<file path="src/dxe_pkg.sv">
// Purpose: shared constants and types for the dma external access engine
// Assumes: 10 MHz mclk, 16-bit words, 7-bit page numbers
// Notes: the bus clock output runs at half mclk, made by a divider enable
//
// Notes on behaviour
// [RULE_01] Addresses reach 128 pages in data, I/O and program spaces.
// [RULE_02] Extended page low 32K writes go external only, never internal.
// [RULE_03] Software on faulty parts avoids low 32K of pages 1 to 127.
// [RULE_04] One external read and one external write may run together.
// [RULE_05] Read done is reported only after data is really captured.
// [RULE_06] External accesses stretch while ready says not ready.
// [RULE_07] Processor cycles sample ready on the bus clock falling edge.
// [RULE_08] DMA cycles sample ready on the bus clock rising edge.
// [RULE_09] External logic times ready per cycle owner, or uses soft waits.
// [RULE_10] Block done clears channel enable unless autobuffer or autoinit.
// [RULE_11] Autobuffer or autoinit channels stay enabled until software clears.
// [RULE_12] An output tells whether the current bus cycle is DMA or processor.
package dxe_pkg;
    localparam int DXE_CHANNELS = 6;
    localparam int DXE_PAGE_W = 7;
    localparam int DXE_ADDR_W = 16;
    localparam int DXE_DATA_W = 16;
    localparam logic [DXE_PAGE_W-1:0] DXE_PAGE_ZERO = 7'h00;
    localparam int DXE_LOW_HALF_BIT = 15;
    localparam logic [DXE_CHANNELS-1:0] DXE_ENABLE_RESET = 6'h00;

    typedef enum logic [1:0] {
        DXE_SP_DATA = 2'h0,
        DXE_SP_IO = 2'h1,
        DXE_SP_PROG = 2'h2
    } dxe_space_t;

    typedef struct packed {
        logic [DXE_PAGE_W-1:0] page;
        logic [DXE_ADDR_W-1:0] addr;
        dxe_space_t space;
    } dxe_loc_t;

    typedef enum logic [1:0] {
        DXE_IDLE = 2'h0,
        DXE_ADDR = 2'h1,
        DXE_WAIT = 2'h2
    } dxe_state_t;
endpackage

</file>
<file path="src/dxe_engine.sv">
// Purpose: external bus side of a multi-channel dma engine
// Assumes: one mclk domain; bus clock output is mclk divided by two
// Notes: read and write lanes run side by side on separate strobes
`timescale 1ns/100ps
`default_nettype none
module dxe_engine (
    // clock and reset
    input wire logic mclk,
    input wire logic rstn,
    // channel control from the cpu side
    input wire logic [dxe_pkg::DXE_CHANNELS-1:0] en_set,
    input wire logic [dxe_pkg::DXE_CHANNELS-1:0] en_clr,
    input wire logic [dxe_pkg::DXE_CHANNELS-1:0] autobuffer_mode,
    input wire logic [dxe_pkg::DXE_CHANNELS-1:0] autoinit_mode,
    input wire logic [dxe_pkg::DXE_CHANNELS-1:0] block_done,
    output logic [dxe_pkg::DXE_CHANNELS-1:0] channel_enable_bit,
    // read request and answer
    input wire logic rd_req,
    input wire dxe_pkg::dxe_loc_t rd_loc,
    output logic rd_busy,
    output logic rd_done,
    output logic [dxe_pkg::DXE_DATA_W-1:0] rd_data,
    // write request and answer
    input wire logic wr_req,
    input wire dxe_pkg::dxe_loc_t wr_loc,
    input wire logic [dxe_pkg::DXE_DATA_W-1:0] wr_wdata,
    output logic wr_busy,
    output logic wr_done,
    // internal page-zero memory write port
    output logic int_we,
    output logic [dxe_pkg::DXE_ADDR_W-1:0] int_addr,
    output logic [dxe_pkg::DXE_DATA_W-1:0] int_wdata,
    // external bus pins
    input wire logic cpu_cycle,
    input wire logic ready,
    input wire logic [dxe_pkg::DXE_DATA_W-1:0] ext_din,
    output logic bus_clock_output,
    output logic dma_cycle,
    output logic ext_rd_strobe,
    output logic ext_wr_strobe,
    output dxe_pkg::dxe_loc_t ext_rd_loc,
    output dxe_pkg::dxe_loc_t ext_wr_loc,
    output logic [dxe_pkg::DXE_DATA_W-1:0] ext_dout
);
    import dxe_pkg::*;

    ////////////////////////////////////////////////////////////////////
    // true when the location is page-zero, low half of data or program
    function automatic logic is_internal(input dxe_loc_t l);
        is_internal = (l.page == DXE_PAGE_ZERO) && (l.space != DXE_SP_IO)
            && !l.addr[DXE_LOW_HALF_BIT];
    endfunction

    // both lanes finish external accesses on one condition: ready seen at a bus clock rise
    // while the processor does not own the bus
    function automatic logic lane_finish(input logic rdy, input logic cpu);
        lane_finish = rdy && !cpu;
    endfunction

    logic ready_s1;
    logic ready_s2;
    logic rise_en;
    logic fall_en;
    logic dma_ready;
    logic cpu_ready;
    dxe_state_t rd_state;
    dxe_state_t wr_state;
    logic wr_int;

    ////////////////////////////////////////////////////////////////////
    // bus clock divider: rise_en marks the rising edge, fall_en falling
    // low after reset, so the first enabled edge is a rise
    always_ff @(posedge mclk or negedge rstn) begin
        if (!rstn) begin
            bus_clock_output <= 1'b0;
        end else begin
            bus_clock_output <= ~bus_clock_output;
        end
    end
    assign rise_en = ~bus_clock_output;
    assign fall_en = bus_clock_output;

    // ready is a pin from another domain: two flops before any use
    always_ff @(posedge mclk or negedge rstn) begin
        if (!rstn) begin
            ready_s1 <= 1'b0;
            ready_s2 <= 1'b0;
        end else begin
            ready_s1 <= ready;
            ready_s2 <= ready_s1;
        end
    end

    // dma lanes take ready at rising edges, cpu cycles at falling edges
    assign dma_ready = ready_s2 && rise_en; // RULE_08
    assign cpu_ready = ready_s2 && fall_en; // RULE_07
    assign dma_cycle = !cpu_cycle && (rd_busy || wr_busy); // RULE_12

    ////////////////////////////////////////////////////////////////////
    // read lane, independent of the write lane
    assign rd_busy = rd_state != DXE_IDLE; // RULE_04
    assign ext_rd_strobe = rd_state == DXE_WAIT;

    always_ff @(posedge mclk or negedge rstn) begin
        if (!rstn) begin
            rd_state <= DXE_IDLE;
            rd_done <= 1'b0;
            rd_data <= '0;
            ext_rd_loc <= '0;
        end else begin
            rd_done <= 1'b0;
            case (rd_state)
                DXE_IDLE: begin
                    if (rd_req) begin
                        ext_rd_loc <= rd_loc; // RULE_01
                        rd_state <= DXE_ADDR;
                    end
                end
                DXE_ADDR: begin
                    // address settles half or one whole bus clock before the strobe
                    if (rise_en) begin
                        rd_state <= DXE_WAIT;
                    end
                end
                DXE_WAIT: begin
                    // stay while device not ready; data and done share
                    // one edge, so done never runs ahead of the data
                    if (lane_finish(dma_ready, cpu_cycle)) begin // RULE_06
                        rd_data <= ext_din;
                        rd_done <= 1'b1; // RULE_05
                        rd_state <= DXE_IDLE;
                    end
                end
                default: rd_state <= DXE_IDLE;
            endcase
        end
    end

    ////////////////////////////////////////////////////////////////////
    // write lane; page-zero internal words are written only for page 0
    assign wr_busy = wr_state != DXE_IDLE; // RULE_04
    assign ext_wr_strobe = (wr_state == DXE_WAIT) && !wr_int;

    always_ff @(posedge mclk or negedge rstn) begin
        if (!rstn) begin
            wr_state <= DXE_IDLE;
            wr_done <= 1'b0;
            wr_int <= 1'b0;
            ext_wr_loc <= '0;
            ext_dout <= '0;
        end else begin
            wr_done <= 1'b0;
            case (wr_state)
                DXE_IDLE: begin
                    if (wr_req) begin
                        ext_wr_loc <= wr_loc; // RULE_01
                        ext_dout <= wr_wdata;
                        wr_int <= is_internal(wr_loc); // RULE_02
                        wr_state <= DXE_ADDR;
                    end
                end
                DXE_ADDR: begin
                    // an internal word never drives the bus, so no wait
                    if (wr_int) begin
                        wr_done <= 1'b1;
                        wr_state <= DXE_IDLE;
                    end else if (rise_en) begin
                        wr_state <= DXE_WAIT;
                    end
                end
                DXE_WAIT: begin
                    if (lane_finish(dma_ready, cpu_cycle)) begin // RULE_06
                        wr_done <= 1'b1;
                        wr_state <= DXE_IDLE;
                    end
                end
                default: wr_state <= DXE_IDLE;
            endcase
        end
    end

    // extended pages never reach the internal array
    assign int_we = (wr_state == DXE_ADDR) && wr_int; // RULE_02
    assign int_addr = ext_wr_loc.addr;
    assign int_wdata = ext_dout;

    ////////////////////////////////////////////////////////////////////
    // enables: set wins over hardware clear so no request is lost
    logic [DXE_CHANNELS-1:0] hw_clear;
    logic [DXE_CHANNELS-1:0] next_channel_enable_bit;

    // only one-shot channels lose their enable when the block ends
    assign hw_clear = block_done // RULE_10
        & ~(autobuffer_mode | autoinit_mode);

    always_comb begin
        next_channel_enable_bit = channel_enable_bit & ~en_clr & ~hw_clear;
        // auto channels keep the bit until software clears it
        next_channel_enable_bit = next_channel_enable_bit | en_set; // RULE_11
    end

    always_ff @(posedge mclk or negedge rstn) begin
        if (!rstn) begin
            channel_enable_bit <= DXE_ENABLE_RESET;
        end else begin
            channel_enable_bit <= next_channel_enable_bit;
        end
    end

    // cpu_ready stays internal; no port passes it to processor-owned wait logic
    // limitation: no processor wait logic lives here, so this flag only
    // marks the falling-edge sample that such logic would take
    logic cpu_ready_seen;
    always_ff @(posedge mclk or negedge rstn) begin
        if (!rstn) begin
            cpu_ready_seen <= 1'b0;
        end else begin
            cpu_ready_seen <= cpu_ready && cpu_cycle;
        end
    end
endmodule
`default_nettype wire

</file>
<file path="config.mk">
export PLATFORM = sky130hd
export DESIGN_NAME = dxe_engine
export DESIGN_NICKNAME = d
export VERILOG_FILES = /design/src/dxe_pkg.sv /design/src/dxe_engine.sv
export SDC_FILE = /design/constraint.sdc
export NUM_CORES = 1
export LEC_CHECK = 0
export BUFFER_PORTS_ARGS = -buffer_cell sky130_fd_sc_hd__buf_2
export CAP_MARGIN = 20
export CORE_ASPECT_RATIO = 0.75
export CORE_MARGIN = 2
export CORE_UTILIZATION = 35
export CTS_BUF_LIST = sky130_fd_sc_hd__clkbuf_8 sky130_fd_sc_hd__clkbuf_16
export DETAILED_ROUTE_END_ITERATION = 6
export GPL_ROUTABILITY_DRIVEN = 1
export PLACE_DENSITY = 0.78
export SLEW_MARGIN = 10
export SYNTH_ARGS = -nofsm -noshare
export SYNTH_HDL_FRONTEND = slang
export SYNTH_SLANG_ARGS = --single-unit
export TNS_END_PERCENT = 30
</file>
<file path="constraint.sdc">
create_clock -name mclk -period 1.97 [get_ports mclk]
set_input_delay 0.2955 -clock mclk [delete_from_list [all_inputs] [get_ports mclk]]
set_output_delay 0.2955 -clock mclk [all_outputs]
set_load 0.01 [all_outputs]
</file>
==> results.sh <==
export IMPL_antenna_found_initial=0
export IMPL_run_status="finished clean"
export IMPL_reg2reg_to="int_addr[1]"
export IMPL_rr_startpoint="wr_state[0]"
export IMPL_ys_ff_latch=98
export IMPL_fill_cells=1092
export IMPL_grt_overflow=0
export IMPL_drt_pass1_iter_count=4
export IMPL_io_buffers=246
export IMPL_h_tree_depth=3
export IMPL_grt_max_degree=55
export IMPL_syn_num_nets=408
export IMPL_maxCapViolCount=0
export IMPL_worst_pin_slew_ns=0.440
export IMPL_postSynthCellCount=286
export IMPL_rrSetupSlack_ns=0.28
export IMPL_yosys_area_top_type="dfrtp_1"
export IMPL_final_period_utilization_pct=85.6
export IMPL_dp_cells=657
export IMPL_drv_slew=0
export IMPL_hold_end="ready_s1"
export IMPL_cts_resized=0
export IMPL_vdd_ir_drop_max_mv=0.854
export IMPL_postRouteAntennaNets=0
export IMPL_std_cell_rows=34
export IMPL_die_w_um=130
export IMPL_syn_avg_cell_area_um2=14.7
export IMPL_yosysSeqAreaShare_pct=58.5
export IMPL_cp_max_fo=38
export IMPL_place_congestion=0.728
export IMPL_postCtsSetupBuffers=0
export IMPL_cts_tree="built"
export IMPL_dr_total_vias=2907
export IMPL_start_util_pct=36.0
export IMPL_route_detailed_drc=0
export IMPL_fin_setup_tns_ns=0
export IMPL_clk_path_buf_depth=2
export IMPL_synth_warnings=0
export IMPL_final_layout_size_suffix_gt1_share_pct=69.7
export IMPL_min_delay_start="ready"
export IMPL_finalHoldViolations=0
export IMPL_fin_crit_ns=1.69
export IMPL_routed_wl_um=9480
export IMPL_cts_sinks=98
export IMPL_worstPathArrival_ns=1.90
export IMPL_finalNonFillerCells=673
export IMPL_drt_iter0_drc=90
export IMPL_skew_ns=0.00579
export IMPL_hpwl_um=7390
export IMPL_grt_pass1_wl_um=14400
export IMPL_endpoint_kind="flop"
export IMPL_slew_headroom_pct=70.7
export IMPL_power_leakage_nw=2.99
export IMPL_wire_per_inst_um=14.1
export IMPL_rsz0062_at_grt="false"
export IMPL_final_cell_area_mm2=0.00565
export IMPL_placed_area_mm2=0.00536
export IMPL_die_area_mm2=0.0129
export IMPL_fp_dieH_um=98.8
export IMPL_ios=247
export IMPL_path_clk_slew_ns=0.06
export IMPL_nNetsFinal=629
export IMPL_clk_latency_ns=0.34
export IMPL_worst_r2r_cell_count=5
export IMPL_finalSetupViolations=0
export IMPL_netlist_area_mm2=0.00419
export IMPL_startpoint_type="flop"
export IMPL_min_delay_path_depth=1
export IMPL_area_delta_synth_final_pct=34.8
export IMPL_via_per_inst=4.32
export IMPL_grt_use_total_pct=14.5
export IMPL_synth_top_cell_area_share_pct=58.5
export IMPL_fmax_mhz=593
export IMPL_powerDensity_mw_per_mm2=1580
export IMPL_synth_distinct_cells=26
export IMPL_critPathKind="reg2reg"
export IMPL_cts_root_buf="clkbuf_16"
export IMPL_worst_slack_ns=0.285
export IMPL_grt_pass1_vias=3007
export IMPL_fp_coreArea_mm2=0.0117
export IMPL_cts_buffers=9
export IMPL_synth_area_leaders="dfrtp_1 (58%), mux2_2 (14%), mux2_4 (10%), buf_4 (5.7%), a31o_2 (1.3%)"
export IMPL_antenna_cells=0
export IMPL_hold_path_class="in2reg"
export IMPL_worstPathRequired_ns=2.19
export IMPL_pre_cts_ws_ns=0.299
## logic make-up (layout without fill, tap and decap cells)
group / after synthesis / in the layout / share of synthesized area, %
AO/OA/AOI/OAI: 14 / 14 / 2.33
buffers and inverters: 52 / 277 / 8.77
AND/OR/NAND/NOR: 34 / 34 / 4.15
multiplexers: 84 / 84 / 25.1
flip-flops: 98 / 98 / 58.5
adder cells (fa/ha/maj): 4 / 4 / 1.19
## placed cells by master, fill, tap and decap left out
cell	Yosys	layout
nor4_1	2	2
a21oi_1	2	2
a31o_2	6	6
nand3_1	1	1
dlygate4sd3_1	0	1
nand2b_1	3	3
mux2_4	29	29
inv_1	12	14
buf_4	32	2
clkinv_4	0	1
buf_12	2	2
nor2_1	8	8
o21ai_0	3	3
nor2_2	2	2
ha_1	4	4
mux2_2	53	53
bufinv_16	0	1
mux2i_1	2	2
and2_4	1	1
nor2b_2	1	1
buf_2	4	245
a31oi_1	2	2
dfrtp_1	98	98
and2_1	1	1
o211ai_1	1	1
nand2_1	11	10
nand2_4	1	1
clkbuf_16	0	9
clkinvlp_4	0	2
nand2_2	0	1
nor2b_1	3	3
## what timing repair did
action | 4_1_cts | 5_1_grt
hold endpoints to repair | 29 | 0
setup endpoints to repair | 0 | 0
hold buffers | 1 | 0
## critical path, cell delays in order (launching register included)
cell     delay, ns
dfrtp_1       0.41
inv_1         0.09
ha_1          0.25
nand2_2       0.18
buf_12        0.24
mux2_2        0.37
## cell type report
type                       count  area (µm²)  share of cell area, %
tap                          162         203                   3.58
inverter                      12        45.0                  0.797
multi-input combinational    136        1380                   24.3
sequential                    98        2450                   43.4
timing repair buffer         250        1290                   22.8
clock inverter                 6        61.3                   1.08
clock buffer                   9         225                   3.98
## where the power goes
group,leakage [nW],switching (mW),internal [mW]
clock,0.140,0.706,0.969
sequential,1.16,0.550,2.93
combinational,1.68,1.76,2.02
total,2.99,3.02,5.92
## through the flow
stage | power (mW) | hold slack [ns] | util, %
4_1_cts | 9.08 | 0.0491 | 48.5
3_5_place_dp | 7.34 | 0.258 | 46.0
5_1_grt | 9.51 | 0.0402 | 48.5
2_1_floorplan | 6.11 | -0.0000911 | -
3_3_place_gp | 7.19 | 0.250 | 46.0
6_report | 8.93 | 0.0650 | 48.5
## routing by layer
layer,vias up,track usage [%],wire length (µm)
met5,-,0,0
met4,0,4.34,121
met3,12,4.89,791
met2,145,26.8,4860
met1,1374,15.8,3710
li1,1376,-,-
## worst max path at each step
stage | startpoint | to | cells past startpoint
after floorplan | wr_state[0] | ext_dout[0] | 5
after global placement | wr_state[0] | int_addr[2] | 5
after detailed placement | wr_state[0] | int_addr[1] | 5
after CTS | wr_state[1] | int_we | 4
after global routing | wr_state[0] | ext_wr_strobe | 4
final | wr_state[0] | int_addr[1] | 5
## cell usage after synthesis (all sizes together)
library cell / number
nor2: 10
and2: 2
buf: 40
nor4: 2
a21oi: 2
dfrtp: 98
mux2: 82
inv: 12
a31oi: 2
o211ai: 1
nand2: 12
nand3: 1
mux2i: 2
nand2b: 3
nor2b: 4
ha: 4
a31o: 6
o21ai: 3
## flip-flops by register name, indices dropped and copies added, names as in the netlist, 2 cells and up
| name | count |
|---|---|
| rd_data | 16 |
| rd_state | 2 |
| int_addr | 16 |
| channel_enable_bit | 6 |
| ext_wr_loc | 9 |
| ext_rd_loc | 25 |
| wr_state | 2 |
| ext_dout | 16 |
Note: power is estimated with default switching activity, not from simulation.
